===== src/rtl/sdf_map.svh =====
// Purpose: register offsets, field positions and fixed figures
// Assumes: 8-bit control registers on a byte address
// Notes:   definitions only
`ifndef SDF_MAP_SVH
`define SDF_MAP_SVH
`define SDF_ADDR_GAIN    8'h05
`define SDF_ADDR_SETUP   8'h06
`define SDF_ADDR_FINE0   8'h0a
`define SDF_ADDR_FINE1   8'h0b
`define SDF_ADDR_FINE2   8'h0c
`define SDF_ADDR_FAST0   8'h0d
`define SDF_ADDR_FAST1   8'h0e
`define SDF_ADDR_FAST2   8'h0f
`define SDF_ADDR_STAT    8'h10
`define SDF_REG_RST      8'h00
`define SDF_ON_BIT       7
`define SDF_FINE_SEL     1:0
`define SDF_FAST_SEL     3:2
`define SDF_CYC_SEL      5:4
`define SDF_STAT_SHORT   0
`define SDF_STAT_ON      1
`define SDF_STAT_NEW     2
`define SDF_CYC_OFFSET   2'h0
`define SDF_CYC_CANCEL   2'h1
`define SDF_FINE_LOG2    4'hb
`define SDF_FAST_LOG2    4'h5
`define SDF_FAST_SHIFT   3'h6
`define SDF_SAT_FIELD    21:18
`define SDF_SAT_ALL      4'hf
`define SDF_SAT_LIM_WIDE 4'ha
`define SDF_SAT_LIM_NARR 4'h5
`define SDF_TRUNC_FIELD  5:1
`define SDF_TRUNC_ZERO   5'h00
`endif


===== src/rtl/sdf_pkg.sv =====
// Purpose: shared types of the decimation filter block
// Assumes: nothing
// Notes:   numbers live in sdf_map.svh
package sdf_pkg;
  // which half of an offset-cancel cycle is running
  typedef enum logic {SDF_PH_SHORT, SDF_PH_INPUT} sdf_phase_t;
  // output code variant of the product
  typedef enum logic [1:0] {SDF_MODEL_5K, SDF_MODEL_20K,
                            SDF_MODEL_50K} sdf_model_t;
  typedef logic [1:0] sdf_sel_t;
endpackage


===== src/rtl/sdf_regs.sv =====
// Purpose: control registers and read-back of results and status
// Assumes: one-cycle strobes, read data in the following cycle only
// Notes:   unmapped reads return zero, unmapped writes are dropped
`include "sdf_map.svh"
`timescale 1ns/1ps
`default_nettype none
module sdf_regs (
  input  wire logic        clk,          // system clock
  input  wire logic        nrst,         // async reset, active low
  input  wire logic [7:0]  reg_addr,     // register address
  input  wire logic [7:0]  reg_wdata,    // write data
  input  wire logic        reg_wr,       // write strobe
  input  wire logic        reg_rd,       // read strobe
  output logic      [7:0]  reg_rdata,    // read data, cycle after rd
  output logic      [7:0]  gain_select,  // gain / enable register
  output logic      [7:0]  conv_setup,   // converter setup register
  input  wire logic [23:0] fine_result,  // latched fine result
  input  wire logic [23:0] fast_result,  // fast result, sign extended
  input  wire logic        fine_valid,   // fine result strobe
  input  wire logic        input_short   // modulator input shorted
);
  logic [7:0] gain_ff, setup_ff, rdata_ff;
  logic [7:0] nxt_gain, nxt_setup, nxt_rdata;
  logic       new_ff, nxt_new;

  // write decode, sticky flag and read mux
  always_comb
  begin
    nxt_gain  = gain_ff;
    nxt_setup = setup_ff;
    nxt_new   = new_ff;
    nxt_rdata = 8'h00;
    if (reg_wr && reg_addr == `SDF_ADDR_GAIN)
      nxt_gain = reg_wdata;
    if (reg_wr && reg_addr == `SDF_ADDR_SETUP)
      nxt_setup = reg_wdata;
    if (reg_rd)
    begin
      unique case (reg_addr)
        `SDF_ADDR_GAIN:  nxt_rdata = gain_ff;
        `SDF_ADDR_SETUP: nxt_rdata = setup_ff;
        `SDF_ADDR_FINE0: nxt_rdata = fine_result[7:0];
        `SDF_ADDR_FINE1: nxt_rdata = fine_result[15:8];
        `SDF_ADDR_FINE2: nxt_rdata = fine_result[23:16];
        `SDF_ADDR_FAST0: nxt_rdata = fast_result[7:0];
        `SDF_ADDR_FAST1: nxt_rdata = fast_result[15:8];
        `SDF_ADDR_FAST2: nxt_rdata = fast_result[23:16];
        `SDF_ADDR_STAT:
        begin
          nxt_rdata[`SDF_STAT_SHORT] = input_short;
          nxt_rdata[`SDF_STAT_ON]    = gain_ff[`SDF_ON_BIT];
          nxt_rdata[`SDF_STAT_NEW]   = new_ff;
          nxt_new = 1'b0;
        end
        default: nxt_rdata = 8'h00;
      endcase
    end
    // a result landing on the clearing read is kept
    if (fine_valid)
      nxt_new = 1'b1;
  end

  // register stage
  always_ff @(posedge clk or negedge nrst)
  begin
    if (!nrst)
    begin
      gain_ff  <= `SDF_REG_RST;
      setup_ff <= `SDF_REG_RST;
      rdata_ff <= 8'h00;
      new_ff   <= 1'b0;
    end
    else
    begin
      gain_ff  <= nxt_gain;
      setup_ff <= nxt_setup;
      rdata_ff <= nxt_rdata;
      new_ff   <= nxt_new;
    end
  end

  assign reg_rdata   = rdata_ff;
  assign gain_select = gain_ff;
  assign conv_setup  = setup_ff;
endmodule
`default_nettype wire


===== src/rtl/sdf_sinc2.sv =====
// Purpose: second-order sinc decimator, power-of-two tap count
// Assumes: one modulator bit per smp_en, +1 for one and -1 for zero
// Notes:   restart clears state after this cycle's dump is emitted
`timescale 1ns/1ps
`default_nettype none
module sdf_sinc2 #(
  parameter int W     = 30,
  parameter int CNT_W = 14
) (
  input  wire logic                clk,      // system clock
  input  wire logic                nrst,     // async reset, active low
  input  wire logic                restart,  // drop accumulated history
  input  wire logic                smp_en,   // modulator bit present
  input  wire logic                smp_bit,  // modulator bit
  input  wire logic [3:0]          tap_log2, // taps = 2**tap_log2
  output logic signed [W-1:0]      sum,      // latched result
  output logic                     valid     // one-cycle result strobe
);
  logic signed [W-1:0] int1_ff, int2_ff, zc1_ff, zc2_ff, sum_ff;
  logic signed [W-1:0] nxt_int1, nxt_int2, nxt_zc1, nxt_zc2, nxt_sum;
  logic [CNT_W-1:0]    cnt_ff, nxt_cnt, last;
  logic                warm_ff, nxt_warm, valid_ff, nxt_valid;
  logic signed [W-1:0] x, c1;

  // two integrators at sample rate, two combs at the dump rate
  always_comb
  begin
    last      = CNT_W'((64'h1 << tap_log2) - 64'h1);
    x         = smp_bit ? W'(1) : {W{1'b1}};
    nxt_int1  = int1_ff;
    nxt_int2  = int2_ff;
    nxt_zc1   = zc1_ff;
    nxt_zc2   = zc2_ff;
    nxt_sum   = sum_ff;
    nxt_cnt   = cnt_ff;
    nxt_warm  = warm_ff;
    nxt_valid = 1'b0;
    c1        = '0;
    if (smp_en)
    begin
      nxt_int1 = int1_ff + x;
      nxt_int2 = int2_ff + nxt_int1;
      nxt_cnt  = cnt_ff + CNT_W'(1);
      if (cnt_ff == last)
      begin
        // dump every N samples puts nulls at k*fs/N
        c1        = nxt_int2 - zc1_ff;
        nxt_zc1   = nxt_int2;
        nxt_zc2   = c1;
        nxt_sum   = c1 - zc2_ff;
        nxt_valid = warm_ff;  // first dump holds a half window
        nxt_warm  = 1'b1;
        nxt_cnt   = '0;
      end
    end
    if (restart)
    begin
      nxt_int1 = '0;
      nxt_int2 = '0;
      nxt_zc1  = '0;
      nxt_zc2  = '0;
      nxt_cnt  = '0;
      nxt_warm = 1'b0;
    end
  end

  // state registers
  always_ff @(posedge clk or negedge nrst)
  begin
    if (!nrst)
    begin
      int1_ff  <= '0;
      int2_ff  <= '0;
      zc1_ff   <= '0;
      zc2_ff   <= '0;
      sum_ff   <= '0;
      cnt_ff   <= '0;
      warm_ff  <= 1'b0;
      valid_ff <= 1'b0;
    end
    else
    begin
      int1_ff  <= nxt_int1;
      int2_ff  <= nxt_int2;
      zc1_ff   <= nxt_zc1;
      zc2_ff   <= nxt_zc2;
      sum_ff   <= nxt_sum;
      cnt_ff   <= nxt_cnt;
      warm_ff  <= nxt_warm;
      valid_ff <= nxt_valid;
    end
  end

  assign sum   = sum_ff;
  assign valid = valid_ff;
endmodule
`default_nettype wire


===== src/rtl/sdf_top.sv =====
// Purpose: decimation back end of a one-bit sigma-delta converter
// Assumes: modulator bits arrive with mod_bit_valid on clk
// Notes:   offset cycling drives input_short toward the modulator
//
// Summary of operation
// - each filter averages the bit stream with a sinc-squared response
// - first null at sample rate over taps, nulls at its multiples
// - two independent filters: fine for precision, fast for speed
// - fine taps 2048, 4096, 8192, 16384 for select 00 to 11
// - fast taps 32, 64, 128, 256 for select 00 to 11
// - fast result updates at sample rate over fast tap count, in input halves only with setting 01
// - setting 00 shorts the input; results show negated offset
// - setting 11 gives raw conversion, offset still included
// - setting 01 gives offset-cancelled fine result
// - fine updates every N samples, every 2N with setting 01
// - fine result is 24-bit two's complement, sign in bit 23
// - fine binary point sits between bits 22 and 21
// - 5k and 50k variants saturate bits 21..18 above 1010
// - 20k variant saturates bits 21..18 above 0101
// - 5k variant forces bits 5..1 to zero
// - gain register bit 7 switches the converter on or off
// - offset cycle field sits above both tap selects
`include "sdf_map.svh"
`timescale 1ns/1ps
`default_nettype none
module sdf_top #(
  parameter sdf_pkg::sdf_model_t MODEL  = sdf_pkg::SDF_MODEL_50K,
  parameter int                  FINE_W = 24,
  parameter int                  FAST_W = 18,
  parameter int                  ACC_W  = 31,
  parameter int                  FACC_W = 19
) (
  input  wire logic              clk,           // 125 MHz clock
  input  wire logic              nrst,          // async reset, low
  input  wire logic [7:0]        reg_addr,      // register address
  input  wire logic [7:0]        reg_wdata,     // register write data
  input  wire logic              reg_wr,        // write strobe
  input  wire logic              reg_rd,        // read strobe
  output logic      [7:0]        reg_rdata,     // read data
  input  wire logic              mod_bit,       // modulator bit
  input  wire logic              mod_bit_valid, // one bit per strobe
  output logic                   converter_on,  // modulator power
  output logic                   input_short,   // short the input
  output logic      [FINE_W-1:0] fine_result,   // fine result word
  output logic                   fine_valid,    // new fine result
  output logic      [FAST_W-1:0] fast_result,   // fast result word
  output logic                   fast_valid     // new fast result
);
  logic [7:0]          gain_select, conv_setup;
  logic [23:0]         fast_ext;
  // applied settings, updated together with a restart
  sdf_pkg::sdf_sel_t   fine_sel_ff, fast_sel_ff, cyc_ff;
  sdf_pkg::sdf_sel_t   nxt_fine_sel, nxt_fast_sel, nxt_cyc;
  logic                on_ff, nxt_on;
  sdf_pkg::sdf_phase_t phase_ff, nxt_phase;
  sdf_pkg::sdf_phase_t dump_ph_ff;  // half whose dump is on the strobes
  logic [15:0]         pcnt_ff, nxt_pcnt, phase_last;
  logic                short_ff, nxt_short;
  logic                change, flip, restart, smp_en;
  logic [3:0]          fine_log2, fast_log2;
  // fine result path
  logic signed [ACC_W-1:0]  fine_raw, off_ff, in_ff, nxt_off, nxt_in;
  logic signed [ACC_W-1:0]  fine_val;
  logic                     fine_dv, fine_take;
  logic                     have_off_ff, have_in_ff;
  logic                     nxt_have_off, nxt_have_in;
  logic [FINE_W-1:0]        fine_out_ff, nxt_fine_out;
  logic                     fine_vld_ff, nxt_fine_vld;
  // fast result path
  logic signed [FACC_W-1:0] fast_raw;
  logic                     fast_dv;
  logic [FAST_W-1:0]        fast_out_ff, nxt_fast_out;
  logic                     fast_vld_ff, nxt_fast_vld;

  // scale to the fixed point word, then apply the variant's code
  function automatic logic [FINE_W-1:0] fine_fmt(
    input logic signed [ACC_W-1:0] v,
    input sdf_pkg::sdf_sel_t       sel
  );
    logic signed [ACC_W-1:0] sh;
    logic        [ACC_W-1:0] mag;
    logic        [FINE_W-1:0] m;
    logic        [3:0]        lim;
    // 2**(2k) full scale lands on bit 22 after a 2*sel shift
    sh  = v >>> {sel, 1'b0};
    mag = sh[ACC_W-1] ? ACC_W'(-sh) : ACC_W'(sh);
    m   = mag[FINE_W-1:0];
    if (MODEL == sdf_pkg::SDF_MODEL_20K)
      lim = `SDF_SAT_LIM_NARR;
    else
      lim = `SDF_SAT_LIM_WIDE;
    if (m[`SDF_SAT_FIELD] > lim)
      m[`SDF_SAT_FIELD] = `SDF_SAT_ALL;
    if (MODEL == sdf_pkg::SDF_MODEL_5K)
      m[`SDF_TRUNC_FIELD] = `SDF_TRUNC_ZERO;
    // sign goes back on last so the code is symmetric
    fine_fmt = sh[ACC_W-1] ? FINE_W'(-m) : m;
  endfunction

  // fast word: full scale 2**(2k) moved to bit 16
  function automatic logic [FAST_W-1:0] fast_fmt(
    input logic signed [FACC_W-1:0] v,
    input sdf_pkg::sdf_sel_t        sel
  );
    logic signed [FACC_W-1:0] sh;
    sh = v <<< (`SDF_FAST_SHIFT - {sel, 1'b0});
    fast_fmt = sh[FAST_W-1:0];
  endfunction

  sdf_regs u_regs (
    .clk         (clk),
    .nrst        (nrst),
    .reg_addr    (reg_addr),
    .reg_wdata   (reg_wdata),
    .reg_wr      (reg_wr),
    .reg_rd      (reg_rd),
    .reg_rdata   (reg_rdata),
    .gain_select (gain_select),
    .conv_setup  (conv_setup),
    .fine_result (fine_out_ff),
    .fast_result (fast_ext),
    .fine_valid  (fine_vld_ff),
    .input_short (short_ff)
  );

  assign fast_ext = {{(24-FAST_W){fast_out_ff[FAST_W-1]}}, fast_out_ff};

  // tap counts are powers of two, so the select is an exponent
  assign fine_log2 = `SDF_FINE_LOG2 + {2'b00, fine_sel_ff};
  assign fast_log2 = `SDF_FAST_LOG2 + {2'b00, fast_sel_ff};
  assign smp_en    = mod_bit_valid & on_ff;

  // fine filter, the slow high-resolution path
  sdf_sinc2 #(
    .W     (ACC_W),
    .CNT_W (14)
  ) u_fine_decimator (
    .clk      (clk),
    .nrst     (nrst),
    .restart  (restart),
    .smp_en   (smp_en),
    .smp_bit  (mod_bit),
    .tap_log2 (fine_log2),
    .sum      (fine_raw),
    .valid    (fine_dv)
  );

  // fast filter runs beside it on the same stream
  sdf_sinc2 #(
    .W     (FACC_W),
    .CNT_W (8)
  ) u_fast_decimator (
    .clk      (clk),
    .nrst     (nrst),
    .restart  (restart),
    .smp_en   (smp_en),
    .smp_bit  (mod_bit),
    .tap_log2 (fast_log2),
    .sum      (fast_raw),
    .valid    (fast_dv)
  );

  // settings, offset-cycle phase and modulator control
  always_comb
  begin
    nxt_on       = gain_select[`SDF_ON_BIT];
    nxt_fine_sel = conv_setup[`SDF_FINE_SEL];
    nxt_fast_sel = conv_setup[`SDF_FAST_SEL];
    nxt_cyc      = conv_setup[`SDF_CYC_SEL];
    change       = (nxt_on != on_ff) || (nxt_cyc != cyc_ff) ||
                   (nxt_fine_sel != fine_sel_ff) ||
                   (nxt_fast_sel != fast_sel_ff);
    // each half cycle spans 2N samples, one full fine window
    phase_last   = 16'((64'h2 << fine_log2) - 64'h1);
    nxt_phase    = phase_ff;
    nxt_pcnt     = pcnt_ff;
    flip         = 1'b0;
    if (cyc_ff == `SDF_CYC_CANCEL && smp_en)
    begin
      nxt_pcnt = pcnt_ff + 16'h0001;
      if (pcnt_ff == phase_last)
      begin
        flip     = 1'b1;
        nxt_pcnt = 16'h0000;
        unique case (phase_ff)
          sdf_pkg::SDF_PH_SHORT: nxt_phase = sdf_pkg::SDF_PH_INPUT;
          sdf_pkg::SDF_PH_INPUT: nxt_phase = sdf_pkg::SDF_PH_SHORT;
        endcase
      end
    end
    if (change)
    begin
      nxt_pcnt  = 16'h0000;
      nxt_phase = sdf_pkg::SDF_PH_SHORT;
    end
    // a half cycle must not see the other half's samples
    restart = change || !on_ff || flip;
    if (nxt_cyc == `SDF_CYC_OFFSET)
      nxt_short = 1'b1;
    else if (nxt_cyc == `SDF_CYC_CANCEL)
      nxt_short = (nxt_phase == sdf_pkg::SDF_PH_SHORT);
    else
      nxt_short = 1'b0;
  end

  // fine result: negate, pass, or cancel against the shorted half
  always_comb
  begin
    nxt_off      = off_ff;
    nxt_in       = in_ff;
    nxt_have_off = have_off_ff;
    nxt_have_in  = have_in_ff;
    fine_val     = fine_raw;
    fine_take    = 1'b0;
    if (fine_dv)
    begin
      if (cyc_ff == `SDF_CYC_OFFSET)
      begin
        fine_val  = -fine_raw;
        fine_take = 1'b1;
      end
      else if (cyc_ff == `SDF_CYC_CANCEL)
      begin
        // strobes trail the phase flip by a cycle, so use the old half
        if (dump_ph_ff == sdf_pkg::SDF_PH_SHORT)
        begin
          nxt_off      = fine_raw;
          nxt_have_off = 1'b1;
          fine_val     = in_ff - fine_raw;
          fine_take    = have_in_ff;
        end
        else
        begin
          nxt_in      = fine_raw;
          nxt_have_in = 1'b1;
          fine_val    = fine_raw - off_ff;
          fine_take   = have_off_ff;
        end
      end
      else
      begin
        fine_take = 1'b1;
      end
    end
    // held halves are dropped on a setting change or while off; a dump strobed the cycle after a change still loads
    if (change || !on_ff)
    begin
      nxt_have_off = 1'b0;
      nxt_have_in  = 1'b0;
    end
    nxt_fine_out = fine_out_ff;
    if (fine_take)
      nxt_fine_out = fine_fmt(fine_val, fine_sel_ff);
    nxt_fine_vld = fine_take;
  end

  // fast result: every dump, but only input halves when cancelling
  always_comb
  begin
    nxt_fast_out = fast_out_ff;
    nxt_fast_vld = 1'b0;
    if (fast_dv && (cyc_ff != `SDF_CYC_CANCEL ||
                    dump_ph_ff == sdf_pkg::SDF_PH_INPUT))
    begin
      nxt_fast_vld = 1'b1;
      if (cyc_ff == `SDF_CYC_OFFSET)
        nxt_fast_out = fast_fmt(-fast_raw, fast_sel_ff);
      else
        nxt_fast_out = fast_fmt(fast_raw, fast_sel_ff);
    end
  end

  // all block state; control registers reset to zero, so converter off
  always_ff @(posedge clk or negedge nrst)
  begin
    if (!nrst)
    begin
      on_ff       <= 1'b0;
      fine_sel_ff <= 2'h0;
      fast_sel_ff <= 2'h0;
      cyc_ff      <= 2'h0;
      phase_ff    <= sdf_pkg::SDF_PH_SHORT;
      dump_ph_ff  <= sdf_pkg::SDF_PH_SHORT;
      pcnt_ff     <= 16'h0000;
      short_ff    <= 1'b0;
      off_ff      <= '0;
      in_ff       <= '0;
      have_off_ff <= 1'b0;
      have_in_ff  <= 1'b0;
      fine_out_ff <= '0;
      fine_vld_ff <= 1'b0;
      fast_out_ff <= '0;
      fast_vld_ff <= 1'b0;
    end
    else
    begin
      on_ff       <= nxt_on;
      fine_sel_ff <= nxt_fine_sel;
      fast_sel_ff <= nxt_fast_sel;
      cyc_ff      <= nxt_cyc;
      phase_ff    <= nxt_phase;
      dump_ph_ff  <= phase_ff;
      pcnt_ff     <= nxt_pcnt;
      short_ff    <= nxt_short;
      off_ff      <= nxt_off;
      in_ff       <= nxt_in;
      have_off_ff <= nxt_have_off;
      have_in_ff  <= nxt_have_in;
      fine_out_ff <= nxt_fine_out;
      fine_vld_ff <= nxt_fine_vld;
      fast_out_ff <= nxt_fast_out;
      fast_vld_ff <= nxt_fast_vld;
    end
  end

  // a pulse shorter than four fast periods is smeared, not caught
  assign converter_on = on_ff;
  assign input_short  = short_ff;
  assign fine_result  = fine_out_ff;
  assign fine_valid   = fine_vld_ff;
  assign fast_result  = fast_out_ff;
  assign fast_valid   = fast_vld_ff;
endmodule
`default_nettype wire


===== config.mk =====
export PLATFORM = sky130hd
export DESIGN_NAME = sdf_top
export DESIGN_NICKNAME = d
export VERILOG_FILES = /design/src/rtl/sdf_pkg.sv /design/src/rtl/sdf_regs.sv /design/src/rtl/sdf_sinc2.sv /design/src/rtl/sdf_top.sv
export VERILOG_INCLUDE_DIRS = /design/src /design/src/rtl
export SDC_FILE = /design/constraint.sdc
export NUM_CORES = 1
export LEC_CHECK = 0
export BUFFER_PORTS_ARGS = -buffer_cell sky130_fd_sc_hd__buf_2
export CORE_MARGIN = 4
export CORE_UTILIZATION = 51
export CTS_CLUSTER_SIZE = 16
export DETAILED_ROUTE_END_ITERATION = 6
export GPL_TIMING_DRIVEN = 0
export PLACE_DENSITY = 0.67
export SLEW_MARGIN = 30
export SYNTH_ARGS = -nofsm -noshare
export SYNTH_HDL_FRONTEND = slang
export SYNTH_HIERARCHICAL = 1
export SYNTH_SLANG_ARGS = --single-unit
export TNS_END_PERCENT = 5

===== constraint.sdc =====
create_clock -name clk -period 8 [get_ports clk]
set_clock_uncertainty 0.05 [all_clocks]
set_input_delay 1.6 -clock clk [delete_from_list [all_inputs] [get_ports clk]]
set_output_delay 1.6 -clock clk [all_outputs]
set_load 0.01 [all_outputs]

==> metrics.md, run 1 <==
| Metric | Value |
|---|---|
| Slowest stage delay, CP | `0.45 ns` |
| Hold EP | `dump_ph_ff` |
| Final Hold Fails | `0` |
| Synth Cell Area | `0.0363 sq mm` |
| Synth Instances | `4,493` |
| Worst Setup SP | `mod_bit` |
| First-pass GRT wire length | `178,000 um` |
| Std-Cell Rows | `97` |
| Initial detailed-routing violation count | `3,050` |
| HPWL after DPL | `84,800 um` |
| Max-slew violations | `0` |
| Antenna viol nets, final | `0` |
| Final setup vio count | `2` |
| CP arrival | `8.52 ns` |
| Critical Path Start Type | `input port` |
| Hold Path Origin | `phase_ff` |
| Initial DRT Pass Iterations | `6` |
| Failing checks | `setup timing` |
| Most frequent cell on the critical path | `a21o_1` |
| Remaining Overflow, GRT | `0` |
| Starting density of the core | `51.6%` |
| Reg2reg start | `u_fine_decimator/sum[11]` |
| WHS | `0.347 ns` |
| H-tree levels | `2` |
| Final standard cell area without fillers | `0.0408 sq mm` |
| Worst-case reg-to-reg path depth | `24` |
| Drt drc | `0` |
| Reg2reg end | `fine_result[20]` |
| PnR worst setup slack | `-0.0888 ns` |
| RSZ-0062 raised after global routing | `yes` |
| Slew @ Worst Pin | `1.09 ns` |
| Mapped Avg Cell Area | `8.07 sq um` |
| Commonest non-fill, non-tap cell in the layout | `nand2_1` |
| Critical Path Slowest Stage Cell | `fa_1` |
| CORE AREA | `0.0703 sq mm` |
| Worst-Skew Late Latency | `0.62 ns` |
| Largest net degree at the start of global routing | `82` |
| Routed WL per cell | `19.8 um` |
| Die Ht | `275 um` |
| Vias per inst | `6.07` |
| CTS tree | `built` |
| Type of the worst setup path | `in2reg` |
| Synth warn | `6` |
| Fmax | `124 MHz` |
| Total GRT Usage | `28.9%` |
| Die W | `275 um` |
| Io pins | `76` |
| Syn_nets | `4,797` |
| Most frequent cells in the layout | `nand2_1 (561), dfrtp_1 (430), nor2_1 (375)` |
| Tightest Hold Check Type | `reg2reg` |
| CTS Buf Count | `52` |
| Initial antenna violation count | `1` |
| CP Capture Type | `register` |
| PortBufs | `74` |
| Hold Path Depth | `0` |
| Status | `finished with violations` |
| Clock Path Buffers | `3` |
| Ant. Diodes | `0` |
| Clock net sink count | `430` |
| Power per Cell Area | `141 mW/mm^2` |
| Final Routed Wirelength | `112,000 um` |
| Layout cells sized above 1 | `9.53%` |
| DR vias | `34,300` |
| Clock Root Buffer | `clkbuf_16` |
| Nets | `4,974` |
| Max FO, Critical Path | `15` |
| Critical path required time | `8.43 ns` |
| Routability cong. | `1.03` |
| Vias in the first global route | `32,500` |
| Worst-path clk slew | `0.06 ns` |
| Placed inst area | `0.0381 sq mm` |
| Synth-to-Final Area Change | `12.6%` |
| Minimum clock period | `8.09 ns` |
| Flop2flop setup slack | `0.39 ns` |
| Max-cap violations | `0` |
| Relative slew slack | `26.0%` |
| Pleak | `17.7 nW` |
| Final worst-path cycle share | `101%` |
| Die footprint | `0.0754 sq mm` |
| Peak VDD IR | `0.000149 V` |
## sequential cells by signal, summed over array words and instances (netlist names), 24 cells and up
name                      count
fine_result                  24
in_ff                        31
off_ff                       31
u_fine_decimator/int1_ff     31
u_fine_decimator/int2_ff     31
u_fine_decimator/sum         31
u_fine_decimator/zc1_ff      31
u_fine_decimator/zc2_ff      31
## area by class of cell
class,instances,area (sq um)
plain buffers,206,833
clock buffers,69,1480
clock inverters,28,404
fillers,6537,29400
inverters,262,987
multi-input cells,3592,24300
flip-flops and latches,430,10800
well taps,940,1180
repair buffers,125,902
repair inverters,1,7.51
## critical path, delay by kind of cell
kind	cells	cell delay, ns
XOR/XNOR	5	0.94
AND/OR/NAND/NOR	4	0.57
adder cells (fa/ha/maj)	4	1.48
buffers and inverters	5	0.58
AO/OA/AOI/OAI	20	3.28
## metal layers
metal | track usage (%) | vias to the layer above | wire length, um
met1 | 39.9 | 16300 | 50100
met4 | 11.8 | 0 | 5180
met5 | 0 | - | 0
met2 | 45.9 | 1141 | 49500
met3 | 3.89 | 252 | 7010
li1 | - | 16600 | -
## what timing repair did
item	CTS	global route
pin swaps	38	40
setup buffers	31	14
resized for setup	43	57
hold buffers	0	0
gates cloned	1	0
endpoints found under the setup margin	17	21
## through the flow
| step | instances | power (mW) | utilization [%] | worst slack (ns) | setup TNS [ns] |
|---|---|---|---|---|---|
| 2_1_floorplan | 4493 | 2.87 | - | -0.400 | -0.988 |
| 3_5_place_dp | 5513 | 3.12 | 54.2 | -1.78 | -25.37 |
| 4_1_cts | 5641 | 5.77 | 57.5 | 0.000641 | 0 |
| 3_3_place_gp | 5507 | 3.10 | 53.9 | -3.80 | -1622.88 |
| 5_1_grt | 5653 | 5.99 | 58.1 | -0.383 | -2.45 |
| 6_report | 5653 | 5.74 | 58.1 | -0.0888 | -0.110 |
## how the worst max path moves through the flow
stage                                 end  slack (ns)  depth (start not counted)
2_1_floorplan    u_fine_decimator/sum[30]       -0.40                         36
3_3_place_gp   u_fast_decimator/zc1_ff[5]       -3.80                          1
3_5_place_dp     u_fine_decimator/sum[30]       -1.78                         34
4_1_cts          u_fine_decimator/sum[30]      0.0006                         42
5_1_grt          u_fine_decimator/sum[30]       -0.38                         40
6_report         u_fine_decimator/sum[30]       -0.09                         38
## where the power goes
group          total [mW]  internal [mW]  switching, mW
Clock                2.60           1.59           1.01
Sequential           2.20           2.18         0.0122
Combinational       0.941          0.358          0.582
No activity file was read; power rests on OpenSTA's default activity.
==> run 2, diff against run 1 <==
Settings changed: PLACE_DENSITY 0.67 to 0.63, REMOVE_ABC_BUFFERS from default to 1.
==> metrics.md, run 2 (same netlist as run 1, synthesis figures left out) <==
| Metric | Value |
|---|---|
| Status | `finished clean` |
| Final Hold Fails | `0 (unchanged)` |
| CP Capture Type | `register` |
| Placed inst area | `0.0377 sq mm (-0.98%)` |
| Relative slew slack | `28.6% (+2.6 points)` |
| Die W | `275 um (unchanged)` |
| Ant. Diodes | `0 (unchanged)` |
| Die Ht | `275 um (unchanged)` |
| Final setup vio count | `0 (-2)` |
| Die footprint | `0.0754 sq mm (unchanged)` |
| Reg2reg end | `u_fine_decimator/sum[28]` |
| Initial detailed-routing violation count | `2,535 (-17%)` |
| Vias in the first global route | `30,700 (-5.8%)` |
| Hold EP | `dump_ph_ff` |
| Hold Path Origin | `phase_ff` |
| Worst-Skew Late Latency | `0.62 ns (about the same)` |
| Initial antenna violation count | `0 (-1)` |
| Max-cap violations | `0 (unchanged)` |
| Hold Path Depth | `0 (unchanged)` |
| Final worst-path cycle share | `99.1% (-2.0 points)` |
| Critical Path Start Type | `input port` |
| Fmax | `126 MHz (+2.1%)` |
| CTS Buf Count | `53 (+1.9%)` |
| Type of the worst setup path | `in2reg` |
| Clock Root Buffer | `clkbuf_16` |
| Worst-path clk slew | `0.06 ns (about the same)` |
| Most frequent cell on the critical path | `a21o_1` |
| Std-Cell Rows | `97 (unchanged)` |
| Clock Path Buffers | `3 (unchanged)` |
| Final standard cell area without fillers | `0.0403 sq mm (-1.2%)` |
| Met2 routed WL | `44,500 um (-10%)` |
| Initial DRT Pass Iterations | `6 (unchanged)` |
| Drt drc | `0 (unchanged)` |
| Post-cts hold buffer count | `0 (unchanged)` |
| Io pins | `76 (unchanged)` |
| Tightest Hold Check Type | `reg2reg` |
| DRT met1 WL | `47,400 um (-5.4%)` |
| Critical Path Slowest Stage Cell | `ha_1` |
| Length of routed met3 wiring | `5140 um (-27%)` |
| Reg2reg start | `u_fine_decimator/int1_ff[1]` |
| Max FO, Critical Path | `8 (-7)` |
| Clock net sink count | `430 (unchanged)` |
| Pleak | `17.6 nW (-0.47%)` |
| Place WS | `-2.03 ns (-0.253 ns)` |
| Most frequent cells in the layout | `nand2_1 (557), dfrtp_1 (423), nor2_1 (372)` |
| Highest routed layer | `met4` |
| H-tree levels | `2 (unchanged)` |
| Largest net degree at the start of global routing | `83 (+1.2%)` |
| PnR worst setup slack | `0.0737 ns (+0.163 ns)` |
| PortBufs | `75 (+1.4%)` |
| CORE AREA | `0.0703 sq mm (unchanged)` |
| CP arrival | `8.33 ns (-0.19 ns)` |
| Worst-case reg-to-reg path depth | `35 (+46%)` |
| Minimum clock period | `7.93 ns (-0.163 ns)` |
| Flop2flop setup slack | `0.79 ns (+0.40 ns)` |
| Nets | `4,801 (-3.5%)` |
| Final Routed Wirelength | `101,000 um (-9.9%)` |
| CTS tree | `built` |
| Remaining Overflow, GRT | `0 (unchanged)` |
| Worst path top cell family by delay | `compound AO/OA/AOI/OAI gates` |
| Power per Cell Area | `137 mW/mm^2 (-2.6%)` |
| HPWL after DPL | `74,700 um (-12%)` |
| Vias per inst | `5.95 (-1.9%)` |
| Routed WL per cell | `18.4 um (-7.0%)` |
| First-pass GRT wire length | `164,000 um (-7.8%)` |
| Commonest non-fill, non-tap cell in the layout | `nand2_1` |
| Max-slew violations | `0 (unchanged)` |
| Total GRT Usage | `26.2% (-2.7 points)` |
| Slowest stage delay, CP | `0.37 ns (-0.08 ns)` |
| Antenna viol nets, final | `0 (unchanged)` |
| RSZ-0062 raised after global routing | `yes` |
| Slew @ Worst Pin | `1.06 ns (-0.0317 ns)` |
| Starting density of the core | `51.6% (unchanged)` |
| Peak VDD IR | `0.000165 V (+11%)` |
| Routability cong. | `0.956 (-7.1%)` |
| WP buf/inv | `4 (-1)` |
| Layout cells sized above 1 | `10.0% (+0.48 points)` |
| Synth-to-Final Area Change | `11.3%` |
| Critical path required time | `8.40 ns (-0.03 ns)` |
| DR vias | `32,600 (-4.9%)` |
| Post-layout util | `57.4% (-0.69 points)` |
[run 2: cell types whose count changed in the layout (fill, tap and decap cells not counted), moves of 7 or more]
cell / delta
ha_4: -7
buf_1: -19
ha_1: +9
buf_2: -9
dfrtp_1: -7
bufinv_16: -7
dfrtp_2: +7
a21oi_2: -8
clkbuf_1: -156
[run 2: how the worst max path moves through the flow]
| stage | startpoint | to | slack [ns] | cells past startpoint |
|---|---|---|---|---|
| floorplan | mod_bit_valid | u_fine_decimator/cnt_ff[6] | -3.08 | 10 |
| global placement | mod_bit_valid | u_fine_decimator/cnt_ff[3] | -9.65 | 11 |
| detailed placement | mod_bit | u_fine_decimator/sum[30] | -2.03 | 39 |
| CTS | mod_bit | u_fine_decimator/sum[28] | 0.003 | 37 |
| global route | mod_bit | u_fine_decimator/sum[28] | -0.33 | 34 |
| finish | mod_bit | u_fine_decimator/sum[28] | 0.07 | 36 |
[run 2: what timing repair did]
action | 4_1_cts | 5_1_grt
setup endpoints to repair | 18 | 12
pin swaps | 25 | 52
gates cloned | 1 | 0
setup buffers | 17 | 27
resized for setup | 46 | 61
[run 2: layout make-up]
class	instances	area [sq um]
clock inverter	15	160
multi-input combinational	3592	24300
inverter	262	1010
timing repair buffer	157	1350
timing repair inverter	1	8.76
fill	6515	29900
sequential	430	10800
tap	940	1180
clock buffer	81	1590
[run 2: worst reg2reg max path: cells and delay by family, from the launching register on]
family | cells | cell delay [ns]
and+or+nand+nor | 3 | 0.48
xor gates and xnor gates | 4 | 0.90
adders and majority gates | 4 | 1.22
DFF | 1 | 0.43
buffers and inverters | 2 | 0.22
AOI/OAI and AO/OA | 22 | 3.72
[run 2: per-stage QoR]
| stage | TNS (ns) | hold WS [ns] | instances | total power [mW] |
|---|---|---|---|---|
| after CTS | 0 | 0.348 | 5451 | 5.57 |
| after global routing | -1.52 | 0.360 | 5478 | 5.79 |
| after detailed placement | -25.80 | 0.338 | 5337 | 3.10 |
| after floorplan | -426.39 | 0.312 | 4284 | 2.85 |
| after global placement | -3468.35 | 0.335 | 5299 | 3.08 |
| final | 0 | 0.348 | 5478 | 5.53 |
[run 2: metal layers]
metal / vias to the layer above / GRT usage [%]
li1: 16200 / -
met1: 15400 / 37.6
met2: 821 / 40.9
met3: 190 / 3.04
met4: 0 / 9.26
met5: - / 0
[run 2: report_power, final]
part	switching, mW	total [mW]	internal (mW)
Clock	0.983	2.42	1.43
Sequential	0.0212	2.21	2.18
Combinational	0.552	0.906	0.353
Total	1.56	5.53	3.97
